**src/common/mailbox_pkg.sv**
```systemverilog
// Constants, enumerations and carrier structs of the RF/host buffer mailbox.
// Assumes one clock domain; RF framing and serial decoding happen outside.
package mailbox_pkg;
  localparam int BUF_BYTES = 32;
  localparam logic [7:0] BLK_FIRST = 8'hFC;
  localparam logic [7:0] BLK_SECOND = 8'hFD;
  localparam logic [7:0] BLK_THIRD = 8'hFE;
  localparam logic [7:0] BLK_LAST = 8'hFF;
  localparam logic [7:0] FLAGS_READY = 8'h01;
  localparam logic [7:0] FLAGS_BUSY = 8'h02;
  localparam logic [2:0] NAK_MAX = 3'h5;
  localparam int TUN_EN_BIT = 6;
  localparam int EXT_EN_BIT = 5;
  localparam int CRC_EN_BIT = 7;
  localparam logic [7:0] CFG1_RESET = 8'h00;
  localparam logic [7:0] CFG2_RESET = 8'h80;

  typedef enum logic [1:0] {
    MODE_STANDALONE = 2'b00,
    MODE_TUNNEL = 2'b01,
    MODE_EXTENDED = 2'b10
  } mode_t;

  typedef enum logic [1:0] {
    EXT_IDLE = 2'b00,
    EXT_RX = 2'b01,
    EXT_READY = 2'b10,
    EXT_TX = 2'b11
  } ext_state_t;

  typedef enum logic [2:0] {
    CMD_NONE = 3'b000,
    CMD_CLEAR = 3'b001,
    CMD_TRANSMIT = 3'b010,
    CMD_ACK = 3'b011,
    CMD_NAK = 3'b100,
    CMD_SLEEP = 3'b101,
    CMD_SENSE = 3'b110,
    CMD_SENSE_SLEEP = 3'b111
  } host_cmd_t;

  typedef enum logic [2:0] {
    RESP_NONE = 3'b000,
    RESP_ACK = 3'b001,
    RESP_NAK = 3'b010,
    RESP_ERR = 3'b011,
    RESP_DATA = 3'b100,
    RESP_BUF = 3'b101
  } resp_kind_t;

  typedef enum logic [1:0] {
    TAG_NONE = 2'b00,
    TAG_SLEEP = 2'b01,
    TAG_SENSE = 2'b10,
    TAG_SENSE_SLEEP = 2'b11
  } tag_cmd_t;

  typedef struct packed {
    logic valid;
    logic write;
    logic [7:0] addr;
    logic [31:0] data;
    logic err;
  } rf_cmd_t;

  typedef struct packed {
    logic start;
    logic bvalid;
    logic [7:0] data;
    logic is_crc;
    logic stop;
    logic crc_err;
    logic par_err;
    logic frm_err;
  } rf_rx_t;

  typedef struct packed {
    logic wr;
    logic rd;
    logic [7:0] data;
    host_cmd_t cmd;
    logic [2:0] nak;
  } host_t;

  typedef struct packed {
    resp_kind_t kind;
    logic [2:0] nak;
    logic [5:0] len;
    logic [127:0] data;
  } rf_resp_t;

  typedef struct packed {
    logic rx_start;
    logic rx_end;
    logic tx_end;
    logic crc_err;
    logic par_err;
    logic frm_err;
    logic buf_err;
    logic acc_err;
  } irq_t;
endpackage

```
**src/core/buffer_store.sv**
```systemverilog
// Byte-addressed shared message buffer held in flip-flops.
// Assumes at most one writer per cycle; the arbiter above guarantees it.
`timescale 1ns/1ns
`default_nettype none
module buffer_store
  import mailbox_pkg::*;
#(
  parameter int DEPTH = BUF_BYTES,
  parameter int AW = $clog2(DEPTH)
) (
  input wire logic clock,
  input wire logic reset,
  input wire logic clear,
  input wire logic byte_wr,
  input wire logic [AW-1:0] byte_idx,
  input wire logic [7:0] byte_data,
  input wire logic word_wr,
  input wire logic [1:0] word_idx,
  input wire logic [31:0] word_data,
  output logic [DEPTH*8-1:0] image
);
  typedef struct packed {
    logic [DEPTH-1:0][7:0] mem;
  } store_t;

  store_t state_reg;
  store_t state_next;
  logic [DEPTH-1:0][7:0] mem_next;

  // Word writes cover only the low sixteen bytes, four per reader block.
  for (genvar i = 0; i < DEPTH; i++) begin : g_byte
    localparam logic [AW-1:0] IDX = AW'(i);
    assign mem_next[i] = clear ? 8'h00 :
      (word_wr && IDX[AW-1:2] == (AW-2)'(word_idx)) ? word_data[IDX[1:0]*8 +: 8] :
      (byte_wr && byte_idx == IDX) ? byte_data : state_reg.mem[i];
  end

  always_comb begin
    state_next = state_reg;
    state_next.mem = mem_next;
  end

  always_ff @(posedge clock or posedge reset) begin
    if (reset) begin
      state_reg <= '0;
    end else begin
      state_reg <= state_next;
    end
  end

  assign image = state_reg.mem;
endmodule
`default_nettype wire

```
**src/core/mode_select.sv**
```systemverilog
// Configuration bytes and the resulting communication mode.
// Assumes the host serial decoder presents single-cycle write strobes.
`timescale 1ns/1ns
`default_nettype none
module mode_select
  import mailbox_pkg::*;
(
  input wire logic clock,
  input wire logic reset,
  input wire logic cfg1_wr,
  input wire logic cfg2_wr,
  input wire logic [7:0] cfg_data,
  output mode_t mode,
  output logic crc_store
);
  typedef struct packed {
    logic [7:0] cfg1;
    logic [7:0] second_config_byte;
    mode_t mode;
  } cfg_state_t;

  cfg_state_t state_reg;
  cfg_state_t state_next;

  always_comb begin
    state_next = state_reg;
    if (cfg1_wr) begin
      state_next.cfg1 = cfg_data;
    end
    if (cfg2_wr) begin
      state_next.second_config_byte = cfg_data;
    end
    if (state_next.second_config_byte[TUN_EN_BIT]) begin
      state_next.mode = MODE_TUNNEL;
    end else if (state_next.second_config_byte[EXT_EN_BIT]) begin
      state_next.mode = MODE_EXTENDED;
    end else begin
      state_next.mode = MODE_STANDALONE;
    end
  end

  always_ff @(posedge clock or posedge reset) begin
    if (reset) begin
      state_reg <= '{cfg1: CFG1_RESET, second_config_byte: CFG2_RESET, mode: MODE_STANDALONE};
    end else begin
      state_reg <= state_next;
    end
  end

  assign mode = state_reg.mode;
  assign crc_store = state_reg.cfg1[CRC_EN_BIT];
endmodule
`default_nettype wire

```
**src/core/rf_host_buffer_mailbox.sv**
```systemverilog
// Mailbox between the RF frontend and the host serial interface.
// Assumes the frontend delivers decoded reader commands and raw tunnel bytes,
// and that the serial decoder turns host traffic into one-cycle strobes.
`timescale 1ns/1ns
`default_nettype none
// How it works
// - Tunneling blocks reader memory access; all selected-state frames go to buffer.
// - Tunneled reception raises error, buffer, access, start, end interrupts.
// - Host decides replies; ack or nak code 0 to 5 on command.
// - Host loads buffer, transmit command sends it over RF.
// - Host keeps memory access during RF traffic in tunneling mode.
// - Blocks FCh to FFh map in order onto buffer bytes 0 to 15.
// - Extended write data with any reception error never reaches buffer.
// - Extended block writes that store data or release the buffer get an automatic acknowledge; a same-cycle host nak wins.
// - Reader sends 16 bytes; host sends 12 data, 3 empty, 1 flags.
// - Buffer owned by one side at a time, RF or host.
// - Buffer kept while powered; cleared when field returns after loss.
// - First FCh write sets busy, rx-start, locks host until FFh rx-end.
// - FFh write before any FCh write is an error.
// - FFh sets ready flag; further writes refused until host clears.
// - Host reads from byte 0 in order; clear command frees buffer.
// - Host clears, writes three words, transmits; device sets host-ready.
// - Reader read of FCh returns three host words plus a flags word.
// - Reader FFh write after reading clears buffer and raises tx-end.
// - Early FCh read gives zero data, busy flags; ready reads 01h.
// - Extended reads accepted only at FCh; others are errors.
// - Host byte write before reader FFh release is refused with access error.
// - Tunneling wins over extended; neither means standalone tag behaviour.
// - Tunnel enable bit 6, extended bit 5, host may change both.
// - Buffer of 32 bytes with a write pointer; host reads use a separate index.
// - Optional stored CRC bytes in tunnel buffer; checking always done.
module rf_host_buffer_mailbox
  import mailbox_pkg::*;
(
  input wire logic clock,
  input wire logic reset,
  input wire logic field_on,
  input wire logic selected,
  input wire rf_cmd_t rf_cmd,
  input wire rf_rx_t rf_rx,
  input wire logic rf_tx_done,
  input wire host_t host,
  input wire logic cfg1_wr,
  input wire logic cfg2_wr,
  input wire logic [7:0] cfg_data,
  output rf_resp_t rf_resp,
  output irq_t irq,
  output logic radio_side_busy_flag,
  output logic radio_message_ready_flag,
  output logic host_data_ready,
  output logic [5:0] buf_count,
  output logic [7:0] host_rd_data,
  output logic host_rd_valid,
  output tag_cmd_t tag_cmd,
  output logic rf_eeprom_en,
  output logic host_eeprom_en,
  output mode_t op_mode,
  output logic [BUF_BYTES*8-1:0] buf_image
);
  typedef struct packed {
    ext_state_t ext;
    logic tun_busy;
    logic fld_q;
    logic [5:0] ptr;
    logic [4:0] rd_idx;
    rf_resp_t resp;
    irq_t irq;
    tag_cmd_t tag_cmd;
    logic [7:0] rd_data;
    logic rd_valid;
    logic busy;
    logic ready;
    logic host_ready;
    logic eeprom_rf;
    logic eeprom_host;
  } state_t;

  state_t s;
  state_t n;
  logic crc_store;
  logic buf_clear;
  logic buf_wr;
  logic [4:0] buf_idx;
  logic [7:0] buf_byte;
  logic word_wr;
  logic rf_took;
  logic host_locked;
  logic ext_on;
  logic tun_on;

  mode_select u_mode (
    .clock(clock),
    .reset(reset),
    .cfg1_wr(cfg1_wr),
    .cfg2_wr(cfg2_wr),
    .cfg_data(cfg_data),
    .mode(op_mode),
    .crc_store(crc_store)
  );

  buffer_store #(.DEPTH(BUF_BYTES)) u_buf (
    .clock(clock),
    .reset(reset),
    .clear(buf_clear),
    .byte_wr(buf_wr),
    .byte_idx(buf_idx),
    .byte_data(buf_byte),
    .word_wr(word_wr),
    .word_idx(rf_cmd.addr[1:0]),
    .word_data(rf_cmd.data),
    .image(buf_image)
  );

  assign ext_on = selected && op_mode == MODE_EXTENDED;
  assign tun_on = selected && op_mode == MODE_TUNNEL;
  assign host_locked = s.ext == EXT_RX || s.tun_busy;

  always_comb begin
    n = s;
    n.irq = '0;
    n.resp = '0;
    n.tag_cmd = TAG_NONE;
    n.rd_valid = 1'b0;
    n.fld_q = field_on;
    buf_clear = 1'b0;
    buf_wr = 1'b0;
    buf_idx = s.ptr[4:0];
    buf_byte = host.data;
    word_wr = 1'b0;
    rf_took = 1'b0;
    n.eeprom_rf = op_mode != MODE_TUNNEL;
    n.eeprom_host = 1'b1;
    if (field_on && !s.fld_q) begin
      buf_clear = 1'b1;
      n.ptr = '0;
      n.rd_idx = '0;
      n.ext = EXT_IDLE;
      n.tun_busy = 1'b0;
    end else begin
      // ****************************************************************
      // Extended mode reader side
      // ****************************************************************
      if (ext_on && rf_cmd.valid && rf_cmd.write && rf_cmd.addr >= BLK_FIRST) begin
        n.resp.kind = RESP_ERR;
        if (!rf_cmd.err) begin
          case (rf_cmd.addr)
            BLK_FIRST: begin
              if (s.ext == EXT_IDLE || s.ext == EXT_RX) begin
                word_wr = 1'b1;
                n.irq.rx_start = s.ext == EXT_IDLE;
                n.ext = EXT_RX;
              end
            end
            BLK_SECOND, BLK_THIRD: begin
              word_wr = s.ext == EXT_RX;
            end
            default: begin
              // early last refused, ready flag set
              if (s.ext == EXT_RX) begin
                word_wr = 1'b1;
                n.irq.rx_end = 1'b1;
                n.ext = EXT_READY;
                n.ptr = 6'(BUF_BYTES / 2);
              end else if (s.ext == EXT_TX) begin
                buf_clear = 1'b1;
                rf_took = 1'b1;
                n.ptr = '0;
                n.irq.tx_end = 1'b1;
                n.ext = EXT_IDLE;
              end
            end
          endcase
          if (word_wr) begin
            rf_took = 1'b1;
          end
          if (word_wr || buf_clear) begin
            n.resp.kind = RESP_ACK;
          end
        end
      end else if (ext_on && rf_cmd.valid && !rf_cmd.write) begin
        if (rf_cmd.err || rf_cmd.addr != BLK_FIRST) begin
          n.resp.kind = RESP_ERR;
        end else begin
          n.resp.kind = RESP_DATA;
          if (s.ext == EXT_TX) begin
            n.resp.data = {FLAGS_READY, 24'h000000, buf_image[95:0]};
          end else begin
            n.resp.data = {FLAGS_BUSY, 120'h0};
          end
        end
      end
      // ****************************************************************
      // Tunneling mode reader side
      // ****************************************************************
      if (tun_on && rf_rx.start) begin
        n.tun_busy = 1'b1;
        n.ptr = '0;
        n.rd_idx = '0;
        n.irq.rx_start = 1'b1;
        rf_took = 1'b1;
      end else if (tun_on && s.tun_busy && rf_rx.bvalid) begin
        rf_took = 1'b1;
        if (!rf_rx.is_crc || crc_store) begin
          if (s.ptr == 6'(BUF_BYTES)) begin
            n.irq.buf_err = 1'b1;
          end else begin
            buf_wr = 1'b1;
            buf_byte = rf_rx.data;
            n.ptr = s.ptr + 6'h01;
          end
        end
      end
      if (tun_on && s.tun_busy && rf_rx.stop) begin
        n.tun_busy = 1'b0;
        n.irq.rx_end = 1'b1;
        n.irq.crc_err = rf_rx.crc_err;
        n.irq.par_err = rf_rx.par_err;
        n.irq.frm_err = rf_rx.frm_err;
      end
      if (tun_on && rf_tx_done) begin
        n.irq.tx_end = 1'b1;
      end
      // ****************************************************************
      // Host side
      // ****************************************************************
      if (host.wr) begin
        if (host_locked || rf_took || s.ext == EXT_TX) begin
          n.irq.acc_err = 1'b1;
        end else if (s.ptr == 6'(BUF_BYTES)) begin
          n.irq.buf_err = 1'b1;
        end else begin
          buf_wr = 1'b1;
          n.ptr = s.ptr + 6'h01;
        end
      end
      if (host.rd) begin
        if (host_locked || rf_took) begin
          n.irq.acc_err = 1'b1;
        end else begin
          n.rd_data = buf_image[s.rd_idx*8 +: 8];
          n.rd_valid = 1'b1;
          n.rd_idx = s.rd_idx + 5'h01;
        end
      end
      case (host.cmd)
        CMD_CLEAR: begin
          if (host_locked || rf_took) begin
            n.irq.acc_err = 1'b1;
          end else begin
            buf_clear = 1'b1;
            n.ptr = '0;
            n.rd_idx = '0;
            n.ext = EXT_IDLE;
          end
        end
        CMD_TRANSMIT: begin
          if (host_locked || rf_took) begin
            n.irq.acc_err = 1'b1;
          end else if (ext_on) begin
            n.ext = EXT_TX;
          end else if (tun_on) begin
            n.resp.kind = RESP_BUF;
            n.resp.len = s.ptr;
          end
        end
        CMD_ACK: begin
          n.resp.kind = RESP_ACK;
        end
        CMD_NAK: begin
          if (host.nak <= NAK_MAX) begin
            n.resp.kind = RESP_NAK;
            n.resp.nak = host.nak;
          end
        end
        CMD_SLEEP: n.tag_cmd = TAG_SLEEP;
        CMD_SENSE: n.tag_cmd = TAG_SENSE;
        CMD_SENSE_SLEEP: n.tag_cmd = TAG_SENSE_SLEEP;
        default: n.tag_cmd = TAG_NONE;
      endcase
    end
    n.busy = n.ext == EXT_RX || n.tun_busy;
    n.ready = n.ext == EXT_READY;
    n.host_ready = n.ext == EXT_TX;
  end

  always_ff @(posedge clock or posedge reset) begin
    if (reset) begin
      s <= '0;
    end else begin
      s <= n;
    end
  end

  assign rf_resp = s.resp;
  assign irq = s.irq;
  assign radio_side_busy_flag = s.busy;
  assign radio_message_ready_flag = s.ready;
  assign host_data_ready = s.host_ready;
  assign buf_count = s.ptr;
  assign host_rd_data = s.rd_data;
  assign host_rd_valid = s.rd_valid;
  assign tag_cmd = s.tag_cmd;
  assign rf_eeprom_en = s.eeprom_rf;
  assign host_eeprom_en = s.eeprom_host;

  logic ext_wr_ok;
  assign ext_wr_ok = ext_on && rf_cmd.valid && rf_cmd.write && !rf_cmd.err
    && !(field_on && !s.fld_q);
endmodule
`default_nettype wire

```
**config.mk**
```make
export PLATFORM = sky130hd
export DESIGN_NAME = rf_host_buffer_mailbox
export DESIGN_NICKNAME = d
export VERILOG_FILES = /design/src/common/mailbox_pkg.sv /design/src/core/buffer_store.sv /design/src/core/mode_select.sv /design/src/core/rf_host_buffer_mailbox.sv
export SDC_FILE = /design/constraint.sdc
export NUM_CORES = 1
export LEC_CHECK = 0
export BUFFER_PORTS_ARGS = -buffer_cell sky130_fd_sc_hd__buf_4
export CORE_AREA = 2 2 218 220
export CTS_BUF_LIST = sky130_fd_sc_hd__clkbuf_8
export DETAILED_ROUTE_END_ITERATION = 7
export DIE_AREA = 0 0 220 222
export GPL_TIMING_DRIVEN = 0
export HOLD_SLACK_MARGIN = 0.08
export PLACE_DENSITY_LB_ADDON = 0.05
export SYNTH_ARGS = -nofsm -noshare
export SYNTH_HDL_FRONTEND = slang
export SYNTH_SLANG_ARGS = --single-unit
```
**constraint.sdc**
```tcl
create_clock -name clock -period 17.5 [get_ports clock]
set_input_delay 2.625 -clock clock [delete_from_list [all_inputs] [get_ports clock]]
set_output_delay 2.625 -clock clock [all_outputs]
set_load 0.005 [all_outputs]
```
==> metrics.txt, run 1 <==
Core Util, Final=0.577; vias in the first global route=~17000; Worst Path Required=~18 ns; Avg Inst Size Synth=between 10 and 15 um^2; Max-Cap Viols=0; worst slew pin tran=between 1 and 1.5 ns; via count=roughly 17000; worst min path class=reg2reg; H-tree Lvls=3; Critical Path Most Common Cell=buf_4; vias per std cell=5.62; clk root buf=clkbuf_8; Crit Path Max Fanout=10; area share of the largest cell type after synthesis=0.494; r2r startpoint=s[164]$_DFF_PP0_; fill count=between 4000 and 5000; kind of critical path=in2reg; main flop type after synthesis=dfrtp_1; area added between synthesis and finish=28.8%; RSZ-0062 raised after global routing=no; CP max-delay cell=mux2i_1; worst hold slack=0.494 ns; register area share after synthesis=0.494; Die W=220 um; Worst R2R Setup Slack=13.61 ns; Port Buffer Count=480; initial DRC count=roughly 1300; share of cells above drive strength 1=0.383; Yosys top cell by area=dfrtp_1; core area=46300 um^2; Slew HR=0.0295; overall power=about 2.3 mW; Max clock buf depth=3; crit path DAT=roughly 5.8 ns; Tmin final=~5.3 ns; commonest non-fill, non-tap cell in the layout=buf_4; Leakage Power=13.7 nW; Final Hold Viols=0; most frequent cells in the layout=buf_4, dfrtp_1, mux2i_1, nor2_1, nand2_1; CP endpoint kind=flip-flop; io pins=just over 500; Distinct cells, synth=between 60 and 70; routed length per instance=roughly 26 um; nets=~2500; Tcrit/Tclk final=0.302; GP Congestion=around 0.91; Clock Latency Late Sink=0.67 ns; synth warn=0; Post-synth EDFFs=0; DIE AREA=a little under 50000 um^2; cts bufs inserted=a little over 70; Final Skew=approximately 0.042 ns; Post-Syn Area=a little over 20000 um^2; Post-Synthesis Cells=between 1500 and 2000; Post-CTS Setup Inserts=0; status=complete, no violations; Area after DPL=roughly 25000 um^2; first-pass GRT wire length=about 120000 um; Tot GR Track Use=0.324; ANT nets after route=0; Die Y=around 220 um; Power Dens Cells=~87 nW/um^2; slowest cell delay on critical path=roughly 1.1 ns; crit path cell chain=buf_4 > nand3b_4 > nor4_4 > nand3_2 > buf_4 > mux2i_1 > a211oi_1; Final setup viols=0; Max Clk Rate=189 MHz; peak supply drop=about 0.051 mV; drt first pass iters=5; drt drc=0; largest net degree at the start of global routing=roughly 120; GRT overflow=0; initial antenna violation count=0; Std-Cell Rows=between 70 and 80; max FFs per register=between 200 and 300; PostCTS Resize Cnt=0; crit path from=selected; Slew Limit Fails=0; synthesized flop and latch total=409; ranking of synthesized cells by area=dfrtp_1, mux2i_1, mux4_2, buf_4, and2_1; asr flop ratio synth=1.00; CTS Sinks=409; Clock transition at path regs=approximately 0.06 ns; routed wire length=about 79000 um; hold buffer count at CTS=0; CP Launch Type=primary input; Initial Util=0.448; CTS tree=yes; min-delay src=u_mode.state_reg[7]$_DFF_PP0_; Reg area=around 10000 um^2; Multi-input gate area=around 9000 um^2; fin area=around 27000 um^2; DP HPWL=approximately 61000 um
[synth_stat cells, types with 8 or more instances]
library cell,instances
nand2_1,128
a21oi_1,20
a211oi_1,83
o2bb2ai_1,32
mux2i_1,192
ha_1,12
and2_1,105
o2111ai_2,9
clkbuf_1,72
o21ai_0,102
and3_1,8
nor2_1,171
mux2_2,14
buf_1,16
nand3_1,10
dfrtp_1,409
inv_1,15
buf_2,23
nor3_1,13
buf_4,168
mux4_2,80
[path summary, 6_finish.rpt]
check	end	depth (start not counted)
min in group asynchronous	rf_resp[34]$_DFF_PP0_	2
worst max-delay path	u_buf.image[253]$_DFFE_PP0P_	7
worst max register to register	host_rd_data[4]$_DFFE_PP0P_	7
worst min-delay path	u_mode.state_reg[7]$_DFF_PP0_	1
worst min register to register	u_mode.state_reg[7]$_DFF_PP0_	1
max in group asynchronous	u_buf.image[149]$_DFFE_PP0P_	4
[final cells by class]
class                           count  area share
Sequential cell                   409       0.383
Clock inverter                     29     0.00638
Tap cell                          607      0.0285
Clock buffer                       89      0.0459
Timing Repair Buffer              484       0.138
Inverter                           15     0.00239
Antenna cell                        1   0.0000938
Multi-Input combinational cell   1110       0.329
Buffer                            284      0.0662
[metal layers]
layer / vias to the layer above / wire, um / GRT usage / part of all wire
met2: 819 / 38100 / 0.520 / 0.48
met5: - / 0 / 0 / 0
li1: 7332 / - / - / -
met3: 161 / 5850 / 0.0608 / 0.074
met1: 8711 / 31500 / 0.427 / 0.40
met4: 0 / 3500 / 0.142 / 0.044
[power by group]
| part | switching [mW] | internal [mW] |
|---|---|---|
| logic | 0.259 | 0.163 |
| clock network | 0.412 | 0.472 |
| registers | 0.0383 | 0.976 |
| total | 0.709 | 1.61 |
[cell families (layout without fill, tap and decap cells)]
logic type / count (synthesis) / in the layout / share of synthesized area
simple gates: 480 / 480 / 0.112
flops: 409 / 409 / 0.494
mux: 286 / 286 / 0.187
buf+inv: 299 / 901 / 0.0880
fa+ha+maj: 12 / 12 / 0.00725
xor+xnor: 4 / 4 / 0.00169
compound gates: 297 / 297 / 0.109
other cells: 2 / 32 / 0.000362
[stage by stage]
| stage | setup WS, ns | std cells | setup TNS [ns] |
|---|---|---|---|
| final | 12.21 | 3028 | 0 |
| after global routing | 12.16 | 3027 | 0 |
| after CTS | 12.18 | 3026 | 0 |
| after detailed placement | 11.50 | 2908 | 0 |
| after global placement | -1.37 | 2905 | -528.14 |
| after floorplan | 3.50 | 1818 | 0 |
[worst max-delay path, delay by kind of cell]
kind,cells,cell delay (ns)
AO/OA/AOI/OAI,1,0.21
multiplexers,1,1.06
buffers and inverters,2,0.46
AND/OR/NAND/NOR,3,1.38
Power figures use the tool's default switching activity.
==> inputs of run 2 (changes only) <==
==> constraint.sdc (replaced) <==
create_clock -name clock -period 5.2 [get_ports clock]
set_input_delay 0.78 -clock clock [delete_from_list [all_inputs] [get_ports clock]]
set_output_delay 0.78 -clock clock [all_outputs]
set_load 0.005 [all_outputs]
==> metrics.txt, run 2 (synthesis gave the netlist of run 1 again) <==
worst min path class=in2reg; GP Congestion=0.905 (-0.39%); total net switching power=2.42 mW (+240%); Max Clk Rate=255 MHz; nets=2483 (+0.24%); vias per std cell=5.55 (-1.2%); RSZ-0062 raised after global routing=no; routed length per instance=25.8 um (-1.1%); Tcrit/Tclk final=0.754; Post-CTS Setup Inserts=0 (unchanged); max FFs per register=256 (unchanged); drt first pass iters=6 (+1); worst slew pin tran=1.47 ns (+0.0512 ns); switching share of total power=0.302 (-0.00354); core area=46300 um^2 (unchanged); PostCTS Resize Cnt=0 (unchanged); first-pass GRT wire length=113000 um (-1.6%); Worst R2R Setup Slack=1.28 ns (-12.33 ns); Initial Util=0.448 (unchanged); CTS Sinks=409 (unchanged); Crit Path Max Fanout=10 (unchanged); crit path DAT=4.37 ns (-1.39 ns); initial antenna violation count=2 (+2); largest net degree at the start of global routing=43 (-65%); vias in the first global route=16728 (-0.70%); violated checks=capacitance limit, slew limit; Worst Path Required=5.65 ns (-12.32 ns); Slew HR=-0.00568 (-0.0351); crit path from=buf_count[0]$_DFF_PP0_; Internal=5.59 mW (+250%); via count=16936 (-0.51%); kind of critical path=reg2reg; GRT overflow=0 (unchanged); Reg power frac=0.426 (-0.011); most frequent cells in the layout=buf_4, dfrtp_1, mux2i_1, nor2_1, nand2_1; clock power share=0.397 (+0.016); clk root buf=clkbuf_8; combinational share of power=0.177 (-0.005); Std-Cell Rows=79 (unchanged); Final setup viols=0 (unchanged); hold buffer count at CTS=0 (unchanged); Leakage Power=13.8 nW (+0.90%); Final Hold Viols=0 (unchanged); area added between synthesis and finish=30.0%; Core Util, Final=0.582 (+0.00525); DP HPWL=61000 um (+0.44%); Tmin final=approximately 3.9 ns; Slew Limit Fails=1 (+1); fill count=4064 (+0.20%); CTS tree=yes; peak supply drop=0.179 mV (+250%); Max clock buf depth=3 (unchanged); routed wire length=78600 um (-0.39%); initial DRC count=1424 (+12%); Max-Cap Viols=1 (+1); H-tree Lvls=3 (unchanged); Tot GR Track Use=0.320 (-0.00411); drt drc=0 (unchanged); Die W=220 um (unchanged); status=finished with violations; io pins=517 (unchanged); Power Dens Cells=297 nW/um^2 (+240%); Die Y=222 um (unchanged); Final Skew=0.0325 ns (-0.00941 ns); share of cells above drive strength 1=0.387 (+0.00398); Worst R2R End=u_buf.image[148]$_DFFE_PP0P_; worst hold slack=0.248 ns (-0.246 ns); ANT nets after route=0 (unchanged); crit path to=u_buf.image[148]$_DFFE_PP0P_; r2r startpoint=buf_count[0]$_DFF_PP0_; commonest non-fill, non-tap cell in the layout=buf_4; Port Buffer Count=480 (unchanged); Clock transition at path regs=0.06 ns (about the same); Clock Latency Late Sink=0.66 ns (about the same); CP endpoint kind=flip-flop; DIE AREA=48800 um^2 (unchanged); Reg2Reg Depth=8 (+1); CP Launch Type=flip-flop; cts bufs inserted=72 (unchanged)
## run 2: power groups by stage
stage	registers (mW)	logic, mW	clock network (mW)
4_1_cts	3.41	1.41	3.21
5_1_grt	3.43	1.50	3.35
3_3_place_gp	3.47	1.37	0
2_1_floorplan	3.42	0.819	0
3_5_place_dp	3.47	1.41	0
6_report	3.41	1.42	3.18
## run 2: stage by stage
| stage | power, mW | cell area (um^2) | std cells | setup WS [ns] | setup TNS (ns) |
|---|---|---|---|---|---|
| 2_1_floorplan | 4.24 | 20800 | 1818 | -1.09 | -446.48 |
| 3_3_place_gp | 4.85 | 25200 | 2905 | -3.62 | -1450.26 |
| 3_5_place_dp | 4.88 | 25400 | 2915 | 1.15 | 0 |
| 4_1_cts | 8.04 | 26900 | 3046 | 1.38 | 0 |
| 5_1_grt | 8.28 | 26900 | 3046 | 1.10 | 0 |
| 6_report | 8.01 | 26900 | 3049 | 1.28 | 0 |
## run 2: worst max-delay path: stages (launching register included)
cell,delay [ns]
dfrtp_1,0.47
inv_1,0.14
ha_1,0.15
buf_1,0.51
nand3_1,0.45
nand3_2,0.35
buf_4,0.26
mux2i_1,1.18
a211oi_1,0.18
## run 2: worst min-delay path by stage
stage,startpoint,depth (start not counted),end
after floorplan,u_mode.state_reg[7]$_DFF_PP0_,1,u_mode.state_reg[7]$_DFF_PP0_
after global placement,u_mode.state_reg[7]$_DFF_PP0_,1,u_mode.state_reg[7]$_DFF_PP0_
after detailed placement,u_mode.state_reg[7]$_DFF_PP0_,1,u_mode.state_reg[7]$_DFF_PP0_
after CTS,field_on,1,s[175]$_DFF_PP0_
after global routing,field_on,1,s[175]$_DFF_PP0_
final,field_on,1,s[175]$_DFF_PP0_
## run 2: metal layers
metal / vias up / GRT usage / routed length [um]
met5: - / 0 / 0
met4: 0 / 0.147 / 3550
met3: 161 / 0.0663 / 5970
met2: 816 / 0.519 / 38100
met1: 8611 / 0.411 / 30900
li1: 7348 / - / -
## run 2: layout make-up
| class | count | area (um^2) | area share |
|---|---|---|---|
| antenna | 3 | 7.51 | 0.000279 |
| clock buffer | 96 | 1320 | 0.0491 |
| buffer | 284 | 1770 | 0.0656 |
| timing repair buffer | 490 | 3800 | 0.141 |
| sequential | 409 | 10200 | 0.380 |
| inverter | 15 | 60.1 | 0.00223 |
| tap | 607 | 759 | 0.0282 |
| multi-input combinational | 1110 | 8770 | 0.326 |
| clock inverter | 35 | 209 | 0.00776 |
